==> config.mk <==
export PLATFORM = sky130hd
export DESIGN_NAME = qsfrc_ctrl
export DESIGN_NICKNAME = d
export VERILOG_FILES = /design/src/qsfrc_pkg.sv /design/src/qsfrc_ctrl.sv
export SDC_FILE = /design/constraint.sdc
export NUM_CORES = 2
export LEC_CHECK = 0
export BUFFER_PORTS_ARGS = -buffer_cell sky130_fd_sc_hd__buf_2
export CORE_ASPECT_RATIO = 0.8
export CORE_MARGIN = 2
export CORE_UTILIZATION = 60
export CTS_CLUSTER_DIAMETER = 200
export DETAILED_ROUTE_END_ITERATION = 8
export PLACE_DENSITY = 0.77
export SYNTH_ARGS = -nofsm -noshare
export SYNTH_HDL_FRONTEND = slang
export SYNTH_SLANG_ARGS = --single-unit
==> constraint.sdc <==
create_clock -name i_clk -period 11.6 [get_ports i_clk]
set_clock_uncertainty 0.15 [all_clocks]
set_input_delay 1.16 -clock i_clk [delete_from_list [all_inputs] [get_ports i_clk]]
set_output_delay 1.16 -clock i_clk [all_outputs]
set_load 0.1 [all_outputs]
==> src/qsfrc_pkg.sv <==
package qsfrc_pkg;

  localparam int WORD_W      = 128;
  localparam int FIFO_DEPTH  = 16;
  localparam int DIV_W       = 8;
  localparam int LEN_W       = 7;
  localparam int CNT_W       = 12;
  localparam int BITS_W      = 8;
  // chip select stays active two periods (four halves) after the last edge
  localparam logic [2:0] TAIL_HALVES = 3'h4;
  localparam logic [3:0] DIN_RST     = 4'h0;

  typedef enum logic [1:0] {
    LANE_1 = 2'b00,
    LANE_2 = 2'b01,
    LANE_4 = 2'b10
  } qsfrc_lanes_e;

  typedef enum logic [1:0] {
    ST_IDLE  = 2'b00,
    ST_LEAD  = 2'b01,
    ST_SHIFT = 2'b10,
    ST_TAIL  = 2'b11
  } qsfrc_state_e;

  typedef struct packed {
    logic [DIV_W-1:0] sclk_divide_value;
    logic [1:0]       select_to_data_delay;
    logic [LEN_W-1:0] word_len_m1;
    logic [CNT_W-1:0] word_count_m1;
    qsfrc_lanes_e     lanes;
    logic             write;
    logic             word_irq_en;
    logic             frame_irq_en;
  } qsfrc_cfg_s;

endpackage

==> src/qsfrc_ctrl.sv <==
// Behaviour
// serial clock idles low, phase zero
// sample input lanes on falling sclk edges
// duty half, or div/2 over div+1 even
// software should prefer zero or odd divide
// select leads by delay+1 periods, trails two
// drive d1 only while select active
// change outgoing d1 on falling edges
// first bit one period before first fall
// controller only, single dual quad reads
// word 1..128 bits, 1..4096 words per frame
// select to data delay 0..3 periods
// optional word or frame done interrupt
// idle select high, sclk low, one frame
`timescale 1ns/10ps
`default_nettype none

module qsfrc_fifo #(
  parameter int W     = 8,
  parameter int DEPTH = 16
) (
  input  wire logic         i_clk,
  input  wire logic         i_rst_b,
  input  wire logic         i_in_valid,
  input  wire logic [W-1:0] i_in_data,
  output var  logic         o_in_ready,
  output var  logic         o_out_valid,
  output var  logic [W-1:0] o_out_data,
  input  wire logic         i_out_ready
);
  localparam int AW = $clog2(DEPTH);
  logic [W-1:0] mem [DEPTH];
  logic [AW-1:0] wr_reg;
  logic [AW-1:0] rd_reg;
  logic [AW:0]   cnt_reg;
  logic [AW:0]   cnt_next;
  logic          push;
  logic          pop;

  assign push = i_in_valid && o_in_ready;
  assign pop  = o_out_valid && i_out_ready;
  assign o_out_data = mem[rd_reg];

  always_comb begin
    cnt_next = cnt_reg;
    if (push && !pop) begin
      cnt_next = cnt_reg + 1'b1;
    end else if (pop && !push) begin
      cnt_next = cnt_reg - 1'b1;
    end
  end

  always_ff @(posedge i_clk) begin
    if (push) begin
      mem[wr_reg] <= i_in_data;
    end
  end

  // flags are registered so the ready and valid outputs come from flops
  always_ff @(posedge i_clk or negedge i_rst_b) begin
    if (!i_rst_b) begin
      wr_reg      <= '0;
      rd_reg      <= '0;
      cnt_reg     <= '0;
      o_in_ready  <= 1'b0;
      o_out_valid <= 1'b0;
    end else begin
      if (push) begin
        wr_reg <= AW'(wr_reg + 1'b1);
      end
      if (pop) begin
        rd_reg <= AW'(rd_reg + 1'b1);
      end
      cnt_reg     <= cnt_next;
      o_in_ready  <= cnt_next != (AW+1)'(DEPTH);
      o_out_valid <= cnt_next != '0;
    end
  end
endmodule

module qsfrc_ctrl (
  input  wire logic                         i_clk,
  input  wire logic                         i_rst_b,
  input  wire logic                         i_start,
  input  wire qsfrc_pkg::qsfrc_cfg_s        i_cfg,
  input  wire logic [qsfrc_pkg::WORD_W-1:0] i_tx_word,
  input  wire logic [3:0]                   i_d_in,
  output var  logic                         o_sclk,
  output var  logic                         o_cs_b,
  output var  logic                         o_d1_out,
  output var  logic                         o_d1_oe,
  output var  logic                         o_busy,
  output var  logic                         o_word_done,
  output var  logic                         o_frame_done,
  output var  logic                         o_irq,
  output var  logic                         o_rx_valid,
  output var  logic [qsfrc_pkg::WORD_W-1:0] o_rx_data,
  input  wire logic                         i_rx_ready
);
  localparam int WW = qsfrc_pkg::WORD_W;
  localparam int BW = qsfrc_pkg::BITS_W;

  qsfrc_pkg::qsfrc_cfg_s   cfg_reg;
  qsfrc_pkg::qsfrc_state_e state_reg;
  logic [qsfrc_pkg::DIV_W-1:0] hcnt_reg;
  logic          ph_reg;
  logic [2:0]    halves_reg;
  logic [BW-1:0] bits_reg;
  logic [qsfrc_pkg::CNT_W-1:0] words_reg;
  logic [WW-1:0] acc_reg;
  logic [WW-1:0] acc_next;
  logic [WW-1:0] tx_reg;
  logic [WW-1:0] rx_word_reg;
  logic          push_reg;
  logic [3:0]    din_s1_reg;
  logic [3:0]    din_s2_reg;
  logic          fifo_ready;
  logic          tick;
  logic          falling;
  logic          word_end;
  logic          stall;
  logic [BW-1:0] lane_n;
  logic [BW-1:0] full_len;
  logic [WW-1:0] tx_load;

  // period div+1 input clocks; zero is stretched to two clocks
  function automatic logic [qsfrc_pkg::DIV_W-1:0] half_len(
    input logic [qsfrc_pkg::DIV_W-1:0] div,
    input logic                        high
  );
    logic [qsfrc_pkg::DIV_W-1:0] half;
    half = div >> 1;
    if (div == '0) begin
      half_len = 8'h01;
    end else if (div[0]) begin
      half_len = half + 1'b1;
    end else begin
      half_len = high ? half : half + 1'b1;
    end
  endfunction

  function automatic logic [WW-1:0] tx_align(
    input logic [WW-1:0]                 word,
    input logic [qsfrc_pkg::LEN_W-1:0]   len_m1
  );
    tx_align = word << (7'h7f - len_m1);
  endfunction

  assign tick     = (state_reg != qsfrc_pkg::ST_IDLE) && (hcnt_reg == 8'h01);
  assign falling  = tick && (state_reg == qsfrc_pkg::ST_SHIFT) && ph_reg;
  assign full_len = BW'(cfg_reg.word_len_m1) + 8'h01;
  assign tx_load  = tx_align(i_tx_word, cfg_reg.word_len_m1);
  assign lane_n   = (cfg_reg.lanes == qsfrc_pkg::LANE_4) ? 8'h04 :
                    (cfg_reg.lanes == qsfrc_pkg::LANE_2) ? 8'h02 : 8'h01;
  assign word_end = falling && (bits_reg <= lane_n);
  // a new word waits until the previous one has a place in the fifo
  assign stall    = tick && !ph_reg && (state_reg == qsfrc_pkg::ST_SHIFT)
                    && (bits_reg == full_len) && push_reg && !fifo_ready;

  always_comb begin
    unique case (cfg_reg.lanes)
      qsfrc_pkg::LANE_4: acc_next = {acc_reg[WW-5:0], din_s2_reg};
      qsfrc_pkg::LANE_2: acc_next = {acc_reg[WW-3:0], din_s2_reg[1:0]};
      default:           acc_next = {acc_reg[WW-2:0], din_s2_reg[0]};
    endcase
  end

  always_ff @(posedge i_clk or negedge i_rst_b) begin
    if (!i_rst_b) begin
      din_s1_reg <= qsfrc_pkg::DIN_RST;
      din_s2_reg <= qsfrc_pkg::DIN_RST;
    end else begin
      din_s1_reg <= i_d_in;
      din_s2_reg <= din_s1_reg;
    end
  end

  always_ff @(posedge i_clk or negedge i_rst_b) begin
    if (!i_rst_b) begin
      state_reg  <= qsfrc_pkg::ST_IDLE;
      cfg_reg    <= '0;
      hcnt_reg   <= 8'h01;
      ph_reg     <= 1'b1;
      halves_reg <= '0;
      bits_reg   <= '0;
      words_reg  <= '0;
      o_cs_b     <= 1'b1;
      o_sclk     <= 1'b0;
      o_busy     <= 1'b0;
    end else begin
      unique case (state_reg)
        qsfrc_pkg::ST_IDLE: begin
          o_sclk <= 1'b0;
          o_cs_b <= 1'b1;
          if (i_start) begin
            cfg_reg    <= i_cfg;
            state_reg  <= qsfrc_pkg::ST_LEAD;
            o_cs_b     <= 1'b0;
            o_busy     <= 1'b1;
            ph_reg     <= 1'b1;
            hcnt_reg   <= half_len(i_cfg.sclk_divide_value, 1'b1);
            // lead of delay+1 whole periods, counted in halves
            // delay three wraps to zero, which counts down eight halves
            halves_reg <= {i_cfg.select_to_data_delay + 2'h1,
                           1'b0};
            bits_reg   <= BW'(i_cfg.word_len_m1) + 8'h01;
            words_reg  <= i_cfg.word_count_m1;
          end
        end
        qsfrc_pkg::ST_LEAD: begin
          if (tick) begin
            ph_reg     <= !ph_reg;
            hcnt_reg   <= half_len(cfg_reg.sclk_divide_value, !ph_reg);
            halves_reg <= halves_reg - 3'h1;
            if (halves_reg == 3'h1) begin
              state_reg <= qsfrc_pkg::ST_SHIFT;
              o_sclk    <= 1'b1;
            end
          end else begin
            hcnt_reg <= hcnt_reg - 8'h01;
          end
        end
        qsfrc_pkg::ST_SHIFT: begin
          if (stall) begin
            hcnt_reg <= hcnt_reg;
          end else if (tick) begin
            ph_reg   <= !ph_reg;
            hcnt_reg <= half_len(cfg_reg.sclk_divide_value,
                                 !ph_reg);
            o_sclk   <= !ph_reg;
            if (falling) begin
              bits_reg <= word_end ? full_len : bits_reg - lane_n;
              if (word_end) begin
                words_reg <= words_reg - 1'b1;
                if (words_reg == '0) begin
                  state_reg  <= qsfrc_pkg::ST_TAIL;
                  halves_reg <= qsfrc_pkg::TAIL_HALVES;
                  o_sclk     <= 1'b0;
                end
              end
            end
          end else begin
            hcnt_reg <= hcnt_reg - 8'h01;
          end
        end
        qsfrc_pkg::ST_TAIL: begin
          if (tick) begin
            ph_reg     <= !ph_reg;
            hcnt_reg   <= half_len(cfg_reg.sclk_divide_value, !ph_reg);
            halves_reg <= halves_reg - 3'h1;
            if (halves_reg == 3'h1) begin
              state_reg <= qsfrc_pkg::ST_IDLE;
              o_cs_b    <= 1'b1;
              o_busy    <= 1'b0;
            end
          end else begin
            hcnt_reg <= hcnt_reg - 8'h01;
          end
        end
      endcase
    end
  end

  // outgoing line, loaded half a period ahead of the first rising edge
  always_ff @(posedge i_clk or negedge i_rst_b) begin
    if (!i_rst_b) begin
      tx_reg   <= '0;
      o_d1_out <= 1'b0;
      o_d1_oe  <= 1'b0;
    end else begin
      // enable rises with select, from the config taken at the start
      if (state_reg == qsfrc_pkg::ST_IDLE) begin
        o_d1_oe <= i_start && i_cfg.write;
      end else begin
        o_d1_oe <= cfg_reg.write && !(state_reg == qsfrc_pkg::ST_TAIL && tick
                                      && halves_reg == 3'h1);
      end
      if (state_reg == qsfrc_pkg::ST_LEAD && tick && halves_reg == 3'h2) begin
        tx_reg   <= tx_load;
        o_d1_out <= tx_load[WW-1];
      end else if (falling && !stall) begin
        if (word_end) begin
          tx_reg   <= tx_load;
          o_d1_out <= tx_load[WW-1];
        end else begin
          tx_reg   <= tx_reg << 1;
          o_d1_out <= tx_reg[WW-2];
        end
      end
    end
  end

  always_ff @(posedge i_clk or negedge i_rst_b) begin
    if (!i_rst_b) begin
      acc_reg     <= '0;
      rx_word_reg <= '0;
      push_reg    <= 1'b0;
    end else begin
      if (falling) begin
        acc_reg <= word_end ? '0 : acc_next;
      end
      if (word_end && !cfg_reg.write) begin
        rx_word_reg <= acc_next;
        push_reg    <= 1'b1;
      end else if (fifo_ready) begin
        push_reg <= 1'b0;
      end
    end
  end

  always_ff @(posedge i_clk or negedge i_rst_b) begin
    if (!i_rst_b) begin
      o_word_done  <= 1'b0;
      o_frame_done <= 1'b0;
      o_irq        <= 1'b0;
    end else begin
      o_word_done  <= word_end;
      o_frame_done <= state_reg == qsfrc_pkg::ST_TAIL && tick
                      && halves_reg == 3'h1;
      o_irq <= (word_end && cfg_reg.word_irq_en)
               || (state_reg == qsfrc_pkg::ST_TAIL && tick
                   && halves_reg == 3'h1 && cfg_reg.frame_irq_en);
    end
  end

  qsfrc_fifo #(
    .W     (WW),
    .DEPTH (qsfrc_pkg::FIFO_DEPTH)
  ) u_fifo (
    .i_clk       (i_clk),
    .i_rst_b     (i_rst_b),
    .i_in_valid  (push_reg),
    .i_in_data   (rx_word_reg),
    .o_in_ready  (fifo_ready),
    .o_out_valid (o_rx_valid),
    .o_out_data  (o_rx_data),
    .i_out_ready (i_rx_ready)
  );

  logic [qsfrc_pkg::DIV_W-1:0] high_cnt_reg;
  always_ff @(posedge i_clk or negedge i_rst_b) begin
    if (!i_rst_b) begin
      high_cnt_reg <= '0;
    end else begin
      high_cnt_reg <= o_sclk ? high_cnt_reg + 8'h01 : 8'h00;
    end
  end
endmodule

`default_nettype wire

# Word level (Yosys, flattened, before mapping)
# Memories as Yosys holds them, arrays and structs flattened.
# Cells that the tools add are included.
classes:
  n_addsub: 14
  order_cmp: 1
  n_eq_ne: 21
  n_shift: 1
  n_mux: 74
  n_reduce_logical: 52
ops:
  columns: ["op", "n"]
  rows:
  - ["two-way mux 127 bit", 4]
  - ["case mux 128 bit (2 select lines)", 1]
  - ["left shift 128 x 7 -> 128 bit", 1]
  - ["two-way mux 8 bit", 13]
  - ["two-way mux 12 bit", 5]
  - ["adder 7 x 1 -> 8 bit, second input constant", 4]
  - ["two-way mux 3 bit", 8]
  - ["case mux 12 bit (2 select lines)", 1]
  - ["case mux 8 bit (3 select lines)", 1]
  - ["logical AND 1 bit", 23]
  - ["two-way mux 2 bit", 11]
  - ["two-way mux 1 bit", 21]
  - ["!= test 2 bit, second input constant", 9]
  - ["zero test 8 bit", 2]
  - ["case mux 8 bit (2 select lines)", 1]
  - ["zero test 12 bit", 1]
  - ["subtractor 12 x 1 -> 12 bit, second input constant", 1]
  - ["two-way mux 5 bit", 2]
  - ["AND reduction 10 bit", 1]
  - ["AND reduction 5 bit", 2]
  - ["nonzero test 2 bit", 5]
  - ["case mux 3 bit (3 select lines)", 1]
  - ["adder 4 x 1 -> 4 bit, second input constant", 2]
  - ["== test 8 x 1 -> 1 bit, second input constant", 1]
  - ["other kinds (29)", 42]
totals:
  register_bits: 468
  ramBits: 2048
  input_bits: 170
  output_inout_bits: 137
  elab_cells: 195
  mem_count: 1
mem_list:
  columns: ["memory", "words", "width", "read_ports", "rd_ports_with_merged_regs", "write_ports", "line_no", "source"]
  rows:
  - ["u_fifo.mem", 16, 128, 1, 0, 1, "qsfrc_ctrl.sv:32", "logic [W-1:0] mem [DEPTH];"]

# Logic depth before layout (Yosys ltp)
logic_depth:
  depth_word: 11
  ltp_mapped: 15

# By module
# From an unflattened synthesis, not the netlist that was laid out.
unflattened:
  hier_cells: 6661
  hier_area_um2: 108181.3
modules_own_cells:
  columns: ["module", "instances", "cells_per_inst", "area_per_inst_um2", "seq_area_each_um2"]
  rows:
  - ["qsfrc_fifo", 1, 3249, 77589.4, 61874.3]
  - ["qsfrc_ctrl", 1, 3412, 30591.8, 11339.6]

# Least setup slack after synthesis
# Ideal clock, no wire load.
synth_timing:
  path_type: "register to register"
  start: "register u_fifo.o_in_ready"
  end: "memory u_fifo.mem[3][0] in the netlist's numbering (enable)"
  arrival_ns: 9.538
  t_required_ns: 10.678
  slack_ns: 1.141
  stages_incl_launch_ff: 5
  period_less_slack_ns: 10.459
  path_cell_list: "dfrtp_1 -> and2_1 -> clkbuf_1 -> nand2_1 -> nor3_1"
synth_via:
  elab_chain_cells: 3
synth_lines:
  columns: ["item", "line_no", "source"]
  rows:
  - ["start, declared", "qsfrc_ctrl.sv:26", "output var logic o_in_ready,"]
  - ["start signal, assigned", "qsfrc_ctrl.sv:75", "o_in_ready <= cnt_next != (AW+1)'(DEPTH);"]
  - ["logical AND 1 bit", "qsfrc_ctrl.sv:40", "assign push = i_in_valid && o_in_ready;"]
  - ["two-way mux 1 bit", "qsfrc_ctrl.sv:54", "if (push) begin"]
  - ["two-way mux 1 bit (not written as such)", "qsfrc_ctrl.sv:55", "mem[wr_reg] <= i_in_data;"]
  - ["end, declared", "qsfrc_ctrl.sv:32", null]
# Every way passes these cells.

# Worst setup path after layout
layout_timing:
  start: "register u_fifo.rd_reg[0]"
  end: "output o_rx_data[1] in the netlist's numbering"
layout_via:
  elab_chain_cells: 1
layout_lines:
  columns: ["item", "line_no", "source"]
  rows:
  - ["start, declared", "qsfrc_ctrl.sv:34", "logic [AW-1:0] rd_reg;"]
  - ["start signal, assigned", "qsfrc_ctrl.sv:72", "rd_reg <= AW'(rd_reg + 1'b1);"]
  - ["memory read (16 x 128 bit)", null, null]
  - ["end, declared", "qsfrc_ctrl.sv:97", "output var logic [qsfrc_pkg::WORD_W-1:0] o_rx_data,"]
# Every way passes these cells.

==> metrics.md <==
| Metric | Value |
|---|---|
| GP Congestion | 0.998 |
| Seq/Total Area, Yosys | 68.1% |
| Wirelength per Cell | 32.9 um |
| Chip Width | 477 um |
| GR Overflow Total | 0 |
| Critical path depth in cells | 5 |
| Pwr Density | 255 mW/mm2 |
| Gr busiest metal | met2 |
| First-pass GRT wire length | 437 mm |
| Non-filler instance count after layout | 9041 |
| Final Cell Area | 0.119 mm2 |
| Crit-path max cell delay | 0.92 ns |
| Initial antenna violation count | 12 |
| # resized after CTS | 0 |
| Crit path cell chain | buf_12, buf_4, mux4_2, mux4_2, buf_2 |
| Drt pass-1 iters | 6 |
| Fmax | 161 MHz |
| Post-Synthesis Cells | 6262 |
| Largest net degree at the start of global routing | 178 |
| Crit start category | flop |
| Ys flop type | edfxtp_1 |
| Clk root buf | clkbuf_16 |
| Clk sink count | 2516 |
| Met3 global-route usage | 6.49% |
| Final period util | 53.4% |
| DRT antenna net count | 0 |
| Post-synthesis register bit count | 2516 |
| Slowest stage cell, crit path | buf_4 |
| Unrepaired setup endpoints after global routing | false |
| DRT Wirelength | 297 mm |
| Vias in the first global route | 63700 |
| # hold bufs at CTS | 0 |
| Global routing usage on met2 | 51.4% |
| Syn Nets | 6462 |
| DIE AREA | 0.183 mm2 |
| Yosys warning total | 0 |
| Port bufs | 306 |
| Asr flop ratio synth | 18.6% |
| Detailed placer's ending HPWL | 157 mm |
| CP delay by family, top | buffers and inverters |
| Synth area leaders | edfxtp_1 57%, mux4_2 16%, dfrtp_1 11% |
| Crit Path Class | reg -> out |
| CTS tree | done |
| Clock slew at reported path FFs | 0.07 ns |
| Max-Cap Viols | 0 |
| Core box area | 0.178 mm2 |
| Row Count | 138 |
| Slew Limit Headroom | 9.20% |
| Setup TNS | 0 ns |
| WP buf/inv | 3 |
| Final min period | 6.20 ns |
| M1 GR Usage | 46.6% |
| Post-synth EDFFs | 2048 |
| R2R cell count | 12 |
| Worst vdd ir | 233 uV |
| Initial Utilization | 60.6% |
| Clock buffer depth | 3 |
| Least-Margin Pin Slew | 1.35 ns |
| Number of top-level pins | 307 |
| Syn Area/Cell | 17.2 um2 |
| Die height | 383 um |
| Setup-failing EPs final | 0 |
| Final Hold Fails | 0 |
| Synth area leader | edfxtp_1 |
| Power Total | 30300 uW |
| Critical Path Source | u_fifo.rd_reg[0] |
| CP Max Fanout | 103 |
| Area Growth Syn to Fin | 10.7% |
| WP data required | 10.29 ns |
| Reg2reg end | rx_word_reg[73] |
| Worst EP arrival | 4.89 ns |
| Most numerous cell on the critical path | mux4_2 |
| Syn Std Cell Area | 0.108 mm2 |
| Reg2reg setup slack | 6.12 ns |
| Register area | 0.0732 mm2 |
| Status | finished, final reports clean |
| Via density | 7.03 |
| Largest register FFs | 2048 |
| Multi-input logic area | 0.0326 mm2 |
| H-tree depth | 4 |
| Num CTS Buffers | 220 |
| Placed cell area | 0.112 mm2 |
| Hold/Removal Path Class | in -> async |
| Via count | 63500 |
| Nets | 6662 |
| Crit path capture type | output port |
| Post-CTS Setup Inserts | 0 |
| Slew Limit Fails | 0 |
| Global-route usage over all layers | 32.7% |
| DRC Markers | 0 |
| FF-to-FF Start | cfg_reg[3] |
| Layout cells sized above 1 | 26.2% |
| Placed insts | 8620 |
| Pleak | 0.0413 uW |
| Initial DRC Count | 9234 |
| Post-synth top area share | 57.2% |
| Post-synth cell types | 86 |
| Clock Latency Late Sink | 0.89 ns |
| Layout filler cell count | 11200 |
[cell usage after synthesis (5+ instances only)]
| cell type | n |
|---|---|
| edfxtp_1 | 2048 |
| mux4_2 | 783 |
| nand2_1 | 518 |
| dfrtp_1 | 465 |
| o21ai_0 | 414 |
| clkbuf_1 | 333 |
| nor2_1 | 327 |
| a21oi_1 | 236 |
| a22oi_1 | 161 |
| mux2_2 | 132 |
| mux2i_1 | 130 |
| buf_1 | 62 |
| nand3_1 | 58 |
| nor3_1 | 38 |
| inv_1 | 36 |
| o22ai_1 | 34 |
| a221oi_1 | 30 |
| buf_2 | 30 |
| ha_1 | 29 |
| xnor2_1 | 29 |
| xor2_1 | 20 |
| a211oi_1 | 19 |
| o211ai_1 | 19 |
| o221ai_1 | 19 |
| a2bb2oi_1 | 17 |
| o31ai_1 | 17 |
| a22o_1 | 16 |
| o21ai_1 | 15 |
| a31oi_1 | 13 |
| nand2b_1 | 13 |
| and3_1 | 11 |
| buf_4 | 11 |
| nor2b_1 | 11 |
| nor3b_1 | 11 |
| a21o_1 | 10 |
| or3_1 | 10 |
| and2_1 | 9 |
| nand4_1 | 9 |
| o21a_1 | 9 |
| nor4_1 | 8 |
| o2111ai_1 | 7 |
| a221o_1 | 6 |
| buf_6 | 5 |
| o2bb2ai_1 | 5 |
[logic make-up after synthesis]
family | Yosys count | synth area share (%)
adder cells (fa/ha/maj) | 30 | 0.356
AO/OA/AOI/OAI | 1095 | 6.27
flip-flops | 2516 | 68.1
buffers and inverters | 481 | 1.79
multiplexers | 1045 | 19.0
AND/OR/NAND/NOR | 1044 | 4.07
XOR/XNOR | 51 | 0.441
[per-layer routing]
| metal | vias up | share of wire [%] |
|---|---|---|
| li1 | 25600 | - |
| met1 | 33000 | 38 |
| met2 | 4263 | 48 |
| met3 | 676 | 10 |
| met4 | 4 | 4.0 |
| met5 | - | 0.010 |
[worst reg2reg max path, stage by stage (launching register included)]
cell	delay [ns]
dfrtp_1	0.42
inv_1	0.10
ha_4	0.45
ha_1	0.32
fa_1	0.41
nor2b_1	0.36
o21a_1	0.19
nor3_1	0.06
buf_4	0.23
nand2b_4	0.57
buf_4	0.82
buf_4	0.87
o21ai_0	0.32
[per-stage QoR]
stage	setup WS, ns	hold WS, ns	utilization (%)
4_1_cts	5.30	0.140	67.1
2_1_floorplan	1.14	0.181	-
5_1_grt	5.03	0.136	67.1
3_3_place_gp	6.28	0.184	62.8
3_5_place_dp	6.23	0.186	62.8
6_report	5.40	0.123	67.1
[power breakdown]
| part | leakage, uW | total [uW] | internal, uW | switching [uW] |
|---|---|---|---|---|
| logic | 0.0116 | 12300 | 3880 | 8400 |
| clock network | 0.00361 | 7640 | 4230 | 3410 |
| registers | 0.0261 | 10400 | 9950 | 436 |
| total | 0.0413 | 30300 | 18100 | 12200 |
[worst max path at each step]
| stage | end | slack, ns |
|---|---|---|
| 2_1_floorplan | u_fifo.mem[3][0] | 1.14 |
| 3_3_place_gp | o_rx_data[1] | 6.28 |
| 3_5_place_dp | o_rx_data[1] | 6.23 |
| 4_1_cts | o_rx_data[33] | 5.30 |
| 5_1_grt | o_rx_data[1] | 5.03 |
| 6_report | o_rx_data[1] | 5.40 |
[final cells by class]
cell class | instances | share of cell area [%]
flip-flops and latches | 2516 | 61.5
multi-input cells | 3265 | 27.4
clock buffers | 285 | 4.99
well taps | 2380 | 2.50
repair buffers | 419 | 2.15
clock inverters | 131 | 1.30
inverters | 40 | 0.130
diodes | 5 | 0.0105
[cell usage in the layout, fill, tap and decap left out, drive strengths merged, types with 59 or more instances in the layout]
| cell | netlist | layout |
|---|---|---|
| mux4 | 783 | 783 |
| dfrtp | 465 | 465 |
| nand3 | 59 | 59 |
| buf | 108 | 419 |
| nor2 | 328 | 328 |
| o21ai | 430 | 430 |
| mux2i | 130 | 130 |
| mux2 | 132 | 132 |
| clkbuf | 333 | 285 |
| edfxtp | 2048 | 2048 |
| a21oi | 240 | 240 |
| clkinv | 2 | 78 |
| a22oi | 161 | 161 |
| nand2 | 519 | 519 |
(Power assumes the default switching activity.)
